$ cat src/rtl/ncp_map.svh
// Register indexes, field positions and reset values of the preset and binding bank.
// Byte address of a register is four times its index.
`ifndef NCP_MAP_SVH
`define NCP_MAP_SVH
`define NCP_IDX_MODE        12'h214
`define NCP_IDX_SEL         12'h215
`define NCP_IDX_BIND        12'h216
`define NCP_IDX_RDIV_HI     12'h217
`define NCP_IDX_RDIV_LO     12'h218
`define NCP_IDX_FREQ_BASE   12'h300
`define NCP_IDX_PHASE_BASE  12'h310
`define NCP_RST_MODE        8'h00
`define NCP_RST_SEL         8'h00
`define NCP_RST_BIND        8'h02
`define NCP_RST_RDIV        16'h0000
`define NCP_RST_FREQ        32'hC0000000
`define NCP_RST_PHASE       16'h0000
`define NCP_SEL_A_LSB       0
`define NCP_SEL_B_LSB       2
`define NCP_BIND_A_BIT      0
`define NCP_BIND_B_BIT      1
`define NCP_MODE_REG_SEL    2'h0
`define NCP_MODE_PINS_AB    2'h1
`define NCP_MODE_PINS_A     2'h2
`define NCP_RESP_OKAY       2'h0
`define NCP_RESP_SLVERR     2'h2
`define NCP_SMP_W           12
`endif

$ cat src/rtl/ncp_pkg.sv
// Types shared by the preset and binding bank.
// Assumes ncp_map.svh is on the include path.
`include "ncp_map.svh"
package ncp_pkg;
  typedef logic [31:0] ncp_freq_t;
  typedef logic [15:0] ncp_phase_t;
  typedef logic [`NCP_SMP_W-1:0] ncp_sample_t;

  typedef struct packed {
    logic [1:0]            pin_a_s1;
    logic [1:0]            pin_a_s2;
    logic [1:0]            pin_b_s1;
    logic [1:0]            pin_b_s2;
    logic [7:0]            mode;
    logic [7:0]            sel;
    logic [7:0]            binding;
    logic [15:0]           rdiv;
    ncp_freq_t  [1:0][3:0] freq;
    ncp_phase_t [1:0][3:0] phase;
    logic                  aw_rdy;
    logic                  aw_hold;
    logic [11:0]           aw_idx;
    logic                  w_rdy;
    logic                  w_hold;
    logic [31:0]           wdata;
    logic [3:0]            wstrb;
    logic                  bvalid;
    logic [1:0]            bresp;
    logic                  ar_rdy;
    logic                  rvalid;
    logic [31:0]           rdata;
    logic [1:0]            rresp;
    ncp_freq_t             act_freq_a;
    ncp_phase_t            act_phase_a;
    ncp_freq_t             act_freq_b;
    ncp_phase_t            act_phase_b;
    logic [15:0]           rdiv_out;
    ncp_sample_t           dig_a_data;
    ncp_sample_t           dig_b_data;
    logic                  bind_a_out;
    logic                  bind_b_out;
    logic                  pd_dig_a;
    logic                  pd_dig_b;
  } ncp_state_t;
endpackage

$ cat src/rtl/ncp_bank.sv
// Oscillator preset selection and digital channel binding bank, AXI4-Lite slave.
// Assumes power-down controls and converter samples come from logic on core_clk_i;
// preset select pins are asynchronous and are synchronised here.
// Behaviour
// - Each down-converter uses one of four frequency/phase presets per channel.
// - Mode 0: both down-converters take presets from the select register fields.
// - Mode 1: A uses A pins, B uses B pins.
// - Mode 2: both use A pins; mode 3 reserved, software must not write it.
// - Select bits 3-2 choose B's preset in mode 0 and reserved mode 3 only.
// - Select bits 1-0 choose A's preset in mode 0 and reserved mode 3 only.
// - Binding bit 1 routes converter A (clear) or B (set) to digital B; resets set.
// - Binding bit 0 routes converter A (clear) or B (set) to digital A; resets clear.
// - Digital channel and its link power down with their bound converter channel.
// - Rational divisor is 16-bit RW over two addresses, high first, reset zero.
// - Rational divisor accompanies every active preset to cancel frequency error.
`timescale 1ns/100ps
`include "ncp_map.svh"
module ncp_bank
  import ncp_pkg::*;
(
  input  wire logic               core_clk_i,
  input  wire logic               reset_i,
  input  wire logic [31:0]        s_axi_awaddr_i,
  input  wire logic               s_axi_awvalid_i,
  output logic                    s_axi_awready_o,
  input  wire logic [31:0]        s_axi_wdata_i,
  input  wire logic [3:0]         s_axi_wstrb_i,
  input  wire logic               s_axi_wvalid_i,
  output logic                    s_axi_wready_o,
  output logic [1:0]              s_axi_bresp_o,
  output logic                    s_axi_bvalid_o,
  input  wire logic               s_axi_bready_i,
  input  wire logic [31:0]        s_axi_araddr_i,
  input  wire logic               s_axi_arvalid_i,
  output logic                    s_axi_arready_o,
  output logic [31:0]             s_axi_rdata_o,
  output logic [1:0]              s_axi_rresp_o,
  output logic                    s_axi_rvalid_o,
  input  wire logic               s_axi_rready_i,
  input  wire logic [1:0]         preset_pins_a_i,
  input  wire logic [1:0]         preset_pins_b_i,
  input  wire logic               powerdown_chan_a_i,
  input  wire logic               powerdown_chan_b_i,
  input  wire ncp_pkg::ncp_sample_t adc_a_data_i,
  input  wire ncp_pkg::ncp_sample_t adc_b_data_i,
  output ncp_pkg::ncp_freq_t      act_freq_a_o,
  output ncp_pkg::ncp_phase_t     act_phase_a_o,
  output ncp_pkg::ncp_freq_t      act_freq_b_o,
  output ncp_pkg::ncp_phase_t     act_phase_b_o,
  output logic [15:0]             rational_divisor_o,
  output ncp_pkg::ncp_sample_t    dig_a_data_o,
  output ncp_pkg::ncp_sample_t    dig_b_data_o,
  output logic                    binding_sel_a_o,
  output logic                    binding_sel_b_o,
  output logic                    powerdown_dig_a_o,
  output logic                    powerdown_dig_b_o
);
  import ncp_pkg::*;

  ncp_state_t r;
  ncp_state_t next_r;

  function automatic logic [31:0] read_reg(input ncp_state_t s, input logic [11:0] idx, output logic hit);
    logic [31:0] d;
    d   = 32'h00000000;
    hit = 1'b1;
    if (idx == `NCP_IDX_MODE) begin
      d = {24'h000000, s.mode};
    end else if (idx == `NCP_IDX_SEL) begin
      d = {24'h000000, s.sel};
    end else if (idx == `NCP_IDX_BIND) begin
      d = {24'h000000, s.binding};
    end else if (idx == `NCP_IDX_RDIV_HI) begin
      d = {24'h000000, s.rdiv[15:8]};
    end else if (idx == `NCP_IDX_RDIV_LO) begin
      d = {24'h000000, s.rdiv[7:0]};
    end else if (idx[11:3] == `NCP_IDX_FREQ_BASE >> 3) begin
      d = s.freq[idx[2]][idx[1:0]];
    end else if (idx[11:3] == `NCP_IDX_PHASE_BASE >> 3) begin
      d = {16'h0000, s.phase[idx[2]][idx[1:0]]};
    end else begin
      hit = 1'b0;
    end
    return d;
  endfunction

  function automatic logic [7:0] merge8(input logic [7:0] old, input logic [31:0] d, input logic [3:0] st);
    return st[0] ? d[7:0] : old;
  endfunction

  always_comb begin
    logic [1:0]  pick_a;
    logic [1:0]  pick_b;
    logic        hit;
    logic [31:0] rd;
    logic [11:0] idx;
    logic [7:0]  hi;
    pick_a = 2'h0;
    pick_b = 2'h0;
    hit    = 1'b0;
    rd     = 32'h00000000;
    idx    = 12'h000;
    hi     = 8'h00;
    next_r = r;

    // Pin synchronisers
    next_r.pin_a_s1 = preset_pins_a_i;
    next_r.pin_a_s2 = r.pin_a_s1;
    next_r.pin_b_s1 = preset_pins_b_i;
    next_r.pin_b_s2 = r.pin_b_s1;

    // Write address and data taken independently
    if (s_axi_awvalid_i && r.aw_rdy) begin
      next_r.aw_hold = 1'b1;
      next_r.aw_idx  = s_axi_awaddr_i[13:2];
    end
    if (s_axi_wvalid_i && r.w_rdy) begin
      next_r.w_hold = 1'b1;
      next_r.wdata  = s_axi_wdata_i;
      next_r.wstrb  = s_axi_wstrb_i;
    end
    if (r.bvalid && s_axi_bready_i) begin
      next_r.bvalid = 1'b0;
    end
    if (r.aw_hold && r.w_hold && !r.bvalid) begin
      idx            = r.aw_idx;
      next_r.aw_hold = 1'b0;
      next_r.w_hold  = 1'b0;
      next_r.bvalid  = 1'b1;
      next_r.bresp   = `NCP_RESP_OKAY;
      if (idx == `NCP_IDX_MODE) begin
        next_r.mode = merge8(r.mode, r.wdata, r.wstrb);
      end else if (idx == `NCP_IDX_SEL) begin
        next_r.sel = merge8(r.sel, r.wdata, r.wstrb);
      end else if (idx == `NCP_IDX_BIND) begin
        next_r.binding = merge8(r.binding, r.wdata, r.wstrb);
      end else if (idx == `NCP_IDX_RDIV_HI) begin
        hi = merge8(r.rdiv[15:8], r.wdata, r.wstrb);
        next_r.rdiv[15:8] = hi;
      end else if (idx == `NCP_IDX_RDIV_LO) begin
        next_r.rdiv[7:0] = merge8(r.rdiv[7:0], r.wdata, r.wstrb);
      end else if (idx[11:3] == `NCP_IDX_FREQ_BASE >> 3) begin
        for (int i = 0; i < 4; i++) begin
          if (r.wstrb[i]) begin
            next_r.freq[idx[2]][idx[1:0]][i*8 +: 8] = r.wdata[i*8 +: 8];
          end
        end
      end else if (idx[11:3] == `NCP_IDX_PHASE_BASE >> 3) begin
        for (int i = 0; i < 2; i++) begin
          if (r.wstrb[i]) begin
            next_r.phase[idx[2]][idx[1:0]][i*8 +: 8] = r.wdata[i*8 +: 8];
          end
        end
      end else begin
        next_r.bresp = `NCP_RESP_SLVERR;
      end
    end
    next_r.aw_rdy = !next_r.aw_hold;
    next_r.w_rdy  = !next_r.w_hold;

    // Read channel
    if (r.rvalid && s_axi_rready_i) begin
      next_r.rvalid = 1'b0;
      next_r.ar_rdy = 1'b1;
    end
    if (s_axi_arvalid_i && r.ar_rdy) begin
      rd            = read_reg(r, s_axi_araddr_i[13:2], hit);
      next_r.ar_rdy = 1'b0;
      next_r.rvalid = 1'b1;
      next_r.rdata  = rd;
      next_r.rresp  = hit ? `NCP_RESP_OKAY : `NCP_RESP_SLVERR;
    end

    // Preset source selection
    unique case (r.mode[1:0])
      `NCP_MODE_PINS_AB: begin
        pick_a = r.pin_a_s2;
        pick_b = r.pin_b_s2;
      end
      `NCP_MODE_PINS_A: begin
        pick_a = r.pin_a_s2;
        pick_b = r.pin_a_s2;
      end
      default: begin
        // Reserved mode falls back to register selection
        pick_a = r.sel[`NCP_SEL_A_LSB +: 2];
        pick_b = r.sel[`NCP_SEL_B_LSB +: 2];
      end
    endcase
    next_r.act_freq_a  = r.freq[0][pick_a];
    next_r.act_phase_a = r.phase[0][pick_a];
    next_r.act_freq_b  = r.freq[1][pick_b];
    next_r.act_phase_b = r.phase[1][pick_b];
    next_r.rdiv_out    = r.rdiv;

    // Channel binding and power-down
    next_r.bind_a_out = r.binding[`NCP_BIND_A_BIT];
    next_r.bind_b_out = r.binding[`NCP_BIND_B_BIT];
    next_r.dig_a_data = r.binding[`NCP_BIND_A_BIT] ? adc_b_data_i : adc_a_data_i;
    next_r.dig_b_data = r.binding[`NCP_BIND_B_BIT] ? adc_b_data_i : adc_a_data_i;
    next_r.pd_dig_a   = r.binding[`NCP_BIND_A_BIT] ? powerdown_chan_b_i : powerdown_chan_a_i;
    next_r.pd_dig_b   = r.binding[`NCP_BIND_B_BIT] ? powerdown_chan_b_i : powerdown_chan_a_i;
  end

  always_ff @(posedge core_clk_i or posedge reset_i) begin
    if (reset_i) begin
      r             <= '0;
      r.mode        <= `NCP_RST_MODE;
      r.sel         <= `NCP_RST_SEL;
      r.binding     <= `NCP_RST_BIND;
      r.rdiv        <= `NCP_RST_RDIV;
      r.freq        <= {8{`NCP_RST_FREQ}};
      r.phase       <= {8{`NCP_RST_PHASE}};
      r.aw_rdy      <= 1'b1;
      r.w_rdy       <= 1'b1;
      r.ar_rdy      <= 1'b1;
      r.act_freq_a  <= `NCP_RST_FREQ;
      r.act_freq_b  <= `NCP_RST_FREQ;
      r.bind_b_out  <= 1'b1;
    end else begin
      r <= next_r;
    end
  end

  assign s_axi_awready_o    = r.aw_rdy;
  assign s_axi_wready_o     = r.w_rdy;
  assign s_axi_bvalid_o     = r.bvalid;
  assign s_axi_bresp_o      = r.bresp;
  assign s_axi_arready_o    = r.ar_rdy;
  assign s_axi_rvalid_o     = r.rvalid;
  assign s_axi_rdata_o      = r.rdata;
  assign s_axi_rresp_o      = r.rresp;
  assign act_freq_a_o       = r.act_freq_a;
  assign act_phase_a_o      = r.act_phase_a;
  assign act_freq_b_o       = r.act_freq_b;
  assign act_phase_b_o      = r.act_phase_b;
  assign rational_divisor_o = r.rdiv_out;
  assign dig_a_data_o       = r.dig_a_data;
  assign dig_b_data_o       = r.dig_b_data;
  assign binding_sel_a_o    = r.bind_a_out;
  assign binding_sel_b_o    = r.bind_b_out;
  assign powerdown_dig_a_o  = r.pd_dig_a;
  assign powerdown_dig_b_o  = r.pd_dig_b;
endmodule // ncp_bank

$ cat config.mk
export PLATFORM = sky130hd
export DESIGN_NAME = ncp_bank
export DESIGN_NICKNAME = d
export VERILOG_FILES = /design/src/rtl/ncp_pkg.sv /design/src/rtl/ncp_bank.sv
export VERILOG_INCLUDE_DIRS = /design/src /design/src/rtl
export SDC_FILE = /design/constraint.sdc
export NUM_CORES = 1
export LEC_CHECK = 0
export BUFFER_PORTS_ARGS = -buffer_cell sky130_fd_sc_hd__buf_2
export CAP_MARGIN = 20
export CORE_ASPECT_RATIO = 2
export CORE_UTILIZATION = 30
export DETAILED_ROUTE_END_ITERATION = 6
export GPL_ROUTABILITY_DRIVEN = 0
export GPL_TIMING_DRIVEN = 0
export PLACE_DENSITY = 0.42
export SYNTH_ARGS = -nofsm -noshare
export SYNTH_HDL_FRONTEND = slang
export SYNTH_SLANG_ARGS = --single-unit
$ cat constraint.sdc
create_clock -name core_clk_i -period 39.8 [get_ports core_clk_i]
set_input_delay 0 -clock core_clk_i [delete_from_list [all_inputs] [get_ports core_clk_i]]
set_output_delay 0 -clock core_clk_i [all_outputs]
set_load 0.05 [all_outputs]
==> flow_summary.json <==
{
  "clk_pin_slew_worst_paths_ps": 60,
  "synth-seq-cells": 661,
  "drt_first_pass_iters": 5,
  "first_global_vias": 20765,
  "startpoint_type": "flip-flop",
  "path_max_fanout": 10,
  "synth_flop_cell": "dfrtp_1",
  "die_x_microns": 227,
  "grt_max_degree": 123,
  "relSlewSlack_pct": 23.1,
  "min_delay_path_depth": 3,
  "finalWirelength_microns": 106000,
  "setup_viol": 0,
  "initial_core_util_pct": 30.2,
  "cellPowerDensity_nw_per_um2": 46.3,
  "max_freq_ghz": 0.266,
  "clock_skew_ps": 31.8,
  "track_usage_pct": 21.1,
  "worstHoldPathType": "input port to flip-flop",
  "cts_tree": "yes",
  "area_delta_synth_final_pct": 23.3,
  "period_minus_slack_ps": 3760,
  "overflow": 0,
  "pre_cts_ws_ps": 35700,
  "leakagePower_nw": 17.8,
  "nFillCells": 9801,
  "vias": 18929,
  "numCtsBuffers": 67,
  "ios": 318,
  "synth_cells": 1976,
  "cap_violations": 0,
  "end_kind": "flip-flop",
  "crit_type": "flip-flop to flip-flop",
  "clock_sinks": 661,
  "rsz0062_at_grt": "false",
  "wire_per_inst_microns": 27.5,
  "cts_setup_buffers": 0,
  "grt_antenna_before_repair": 3,
  "seq_area_sq_um": 16600,
  "syn-cell-area_sq_um": 30500,
  "drv_slew": 0,
  "io_buffers": 273,
  "htree_levels": 3,
  "vias_per_cell": 4.92,
  "status": "completed",
  "placed_area_sq_um": 34000,
  "synth_edf_count": 0,
  "die_h_microns": 453,
  "finalCritPeriodShare_pct": 9.46,
  "route.detailed.drc": 0,
  "dp_hpwl_microns": 77800,
  "r2r_slack_ps": 36040,
  "final_cell_mix": "dfrtp_1, mux2_2, buf_2",
  "die-area_sq_um": 103000,
  "drt_iter0_markers": 1086,
  "final_common_cell": "dfrtp_1",
  "setup_tns_ps": 0,
  "std_cell_rows": 165,
  "grt_pass1_wl_microns": 153000,
  "cts_root_buf": "clkbuf_16",
  "drive_gt1_share_pct": 55.4,
  "clockBufferDepth": 3,
  "hold_violations": 0,
  "synth.avg_cell_area_sq_um": 15.4,
  "layout_setup_ws_ps": 36040,
  "synth_warnings": 0,
  "synth-seq-area-share_pct": 54.4,
  "core-area_sq_um": 101000,
  "multi_input_area_sq_um": 12100,
  "peakVddDrop_v": 0.0000295,
  "cp.arrival_ps": 4260,
  "clock_latency_ps": 660,
  "r2r_cells": 7,
  "final_area_sq_um": 37500,
  "synth.distinct_cells": 56,
  "postRouteAntennaNets": 0,
  "tightest_slew_ps": 1150,
  "crit_required_ps": 40300,
  "layout.nets": 2596,
  "async_flop_share_pct": 100,
  "power.total_mw": 1.74
}
-- sequential cells by signal (all words and copies together), names as in the netlist --
name	count
binding_sel_a_o	1
s_axi_rresp_o	1
s_axi_bvalid_o	1
s_axi_wready_o	1
s_axi_awready_o	1
powerdown_dig_b_o	1
dig_a_data_o	12
s_axi_arready_o	1
r	460
act_freq_a_o	32
s_axi_rdata_o	32
next_r	22
dig_b_data_o	12
act_phase_b_o	16
s_axi_rvalid_o	1
binding_sel_b_o	1
act_freq_b_o	32
powerdown_dig_a_o	1
s_axi_bresp_o	1
act_phase_a_o	16
rational_divisor_o	16
-- synth_stat cells, drive strengths merged, types with 2 or more instances --
master  count  area, sq um
a21oi      29          145
a221o       4         40.0
a22oi       4         30.0
and2        4         25.0
buf       217         1480
clkbuf     65          245
dfrtp     636        15900
dfstp      25          657
ha          2         25.0
inv        12         45.0
mux2      507         5740
mux2i      34          340
mux4      195         4390
nand2      55          206
nand2b      7         43.8
nand3      13         75.1
nand3b      8         60.1
nand4       2         12.5
nor2       67          374
nor2b       4         25.0
nor3        3         15.0
nor3b       5         60.1
nor4        2         12.5
nor4b       3         26.3
o21ai      36          180
o22ai      11         68.8
o41ai       2         17.5
or2         3         18.8
or3         3         23.8
or3b        2         17.5
-- path summary, 6_finish.rpt --
path,start,to
worst max register to register,r[647]$_DFFE_PP0P_,act_freq_a_o[16]$_DFF_PP0_
worst max-delay path,r[647]$_DFFE_PP0P_,act_freq_a_o[16]$_DFF_PP0_
worst min register to register,next_r[2]$_DFFE_PP1P_,binding_sel_b_o$_DFF_PP1_
min in group asynchronous,reset_i,s_axi_rvalid_o$_DFFE_PP0P_
max in group asynchronous,reset_i,r[433]$_DFFE_PP0P_
worst min-delay path,s_axi_bready_i,s_axi_bvalid_o$_DFFE_PP0P_
-- metrics by stage --
stage	util [%]	instances	hold slack, ps
after floorplan	-	1977	31.4
after global placement	33.2	3586	115
after detailed placement	33.8	3614	110
after CTS	37.2	3841	66.6
after global routing	37.3	3844	100
final	37.3	3845	108
-- kinds of logic (layout without fill, tap and decap cells) --
| kind of cell | count (synthesis) | count (layout) | share of synthesized area [%] |
|---|---|---|---|
| compound gates | 96 | 96 | 1.85 |
| fa+ha+maj | 2 | 2 | 0.0822 |
| buf+inv | 294 | 825 | 5.83 |
| flops | 661 | 661 | 54.4 |
| mux | 736 | 736 | 34.4 |
| other cells | 1 | 3 | 0.0123 |
| simple gates | 186 | 186 | 3.42 |
-- critical path, cell delays in order, from the launching register on --
cell      delay [ps]
dfrtp_1          440
inv_1            120
ha_1             280
clkbuf_1         240
mux2i_1          330
clkbuf_1         880
clkbuf_1         850
mux4_2           450
-- power breakdown --
| part | internal, mW | switching (mW) | leakage [nW] |
|---|---|---|---|
| logic | 0.0869 | 0.182 | 7.74 |
| clock network | 0.416 | 0.282 | 1.18 |
| registers | 0.711 | 0.0587 | 8.93 |
-- layer usage --
| metal | vias up | GRT usage [%] | share of wire [%] |
|---|---|---|---|
| met5 | - | 0 | 0.010 |
| met4 | 2 | 8.89 | 4.3 |
| met3 | 165 | 2.57 | 3.8 |
| li1 | 8092 | - | - |
| met2 | 545 | 38.8 | 54 |
| met1 | 10125 | 24.4 | 38 |
-- area by class of cell --
cell class              instances  area share [%]
repair buffers                411            7.99
multi-input cells            1022            32.3
plain buffers                 282            4.63
clock buffers                 100            5.48
well taps                    1336            4.45
flip-flops and latches        661            44.1
inverters                      12           0.140
clock inverters                20           0.890
diodes                          1         0.00667
-- what timing repair did --
| action | in CTS | in global routing |
|---|---|---|
| gates resized for setup | 0 | 0 |
| endpoints found under the hold margin | 170 | 0 |
| hold buffers | 107 | 0 |
Note: power is estimated with default switching activity, not from simulation.
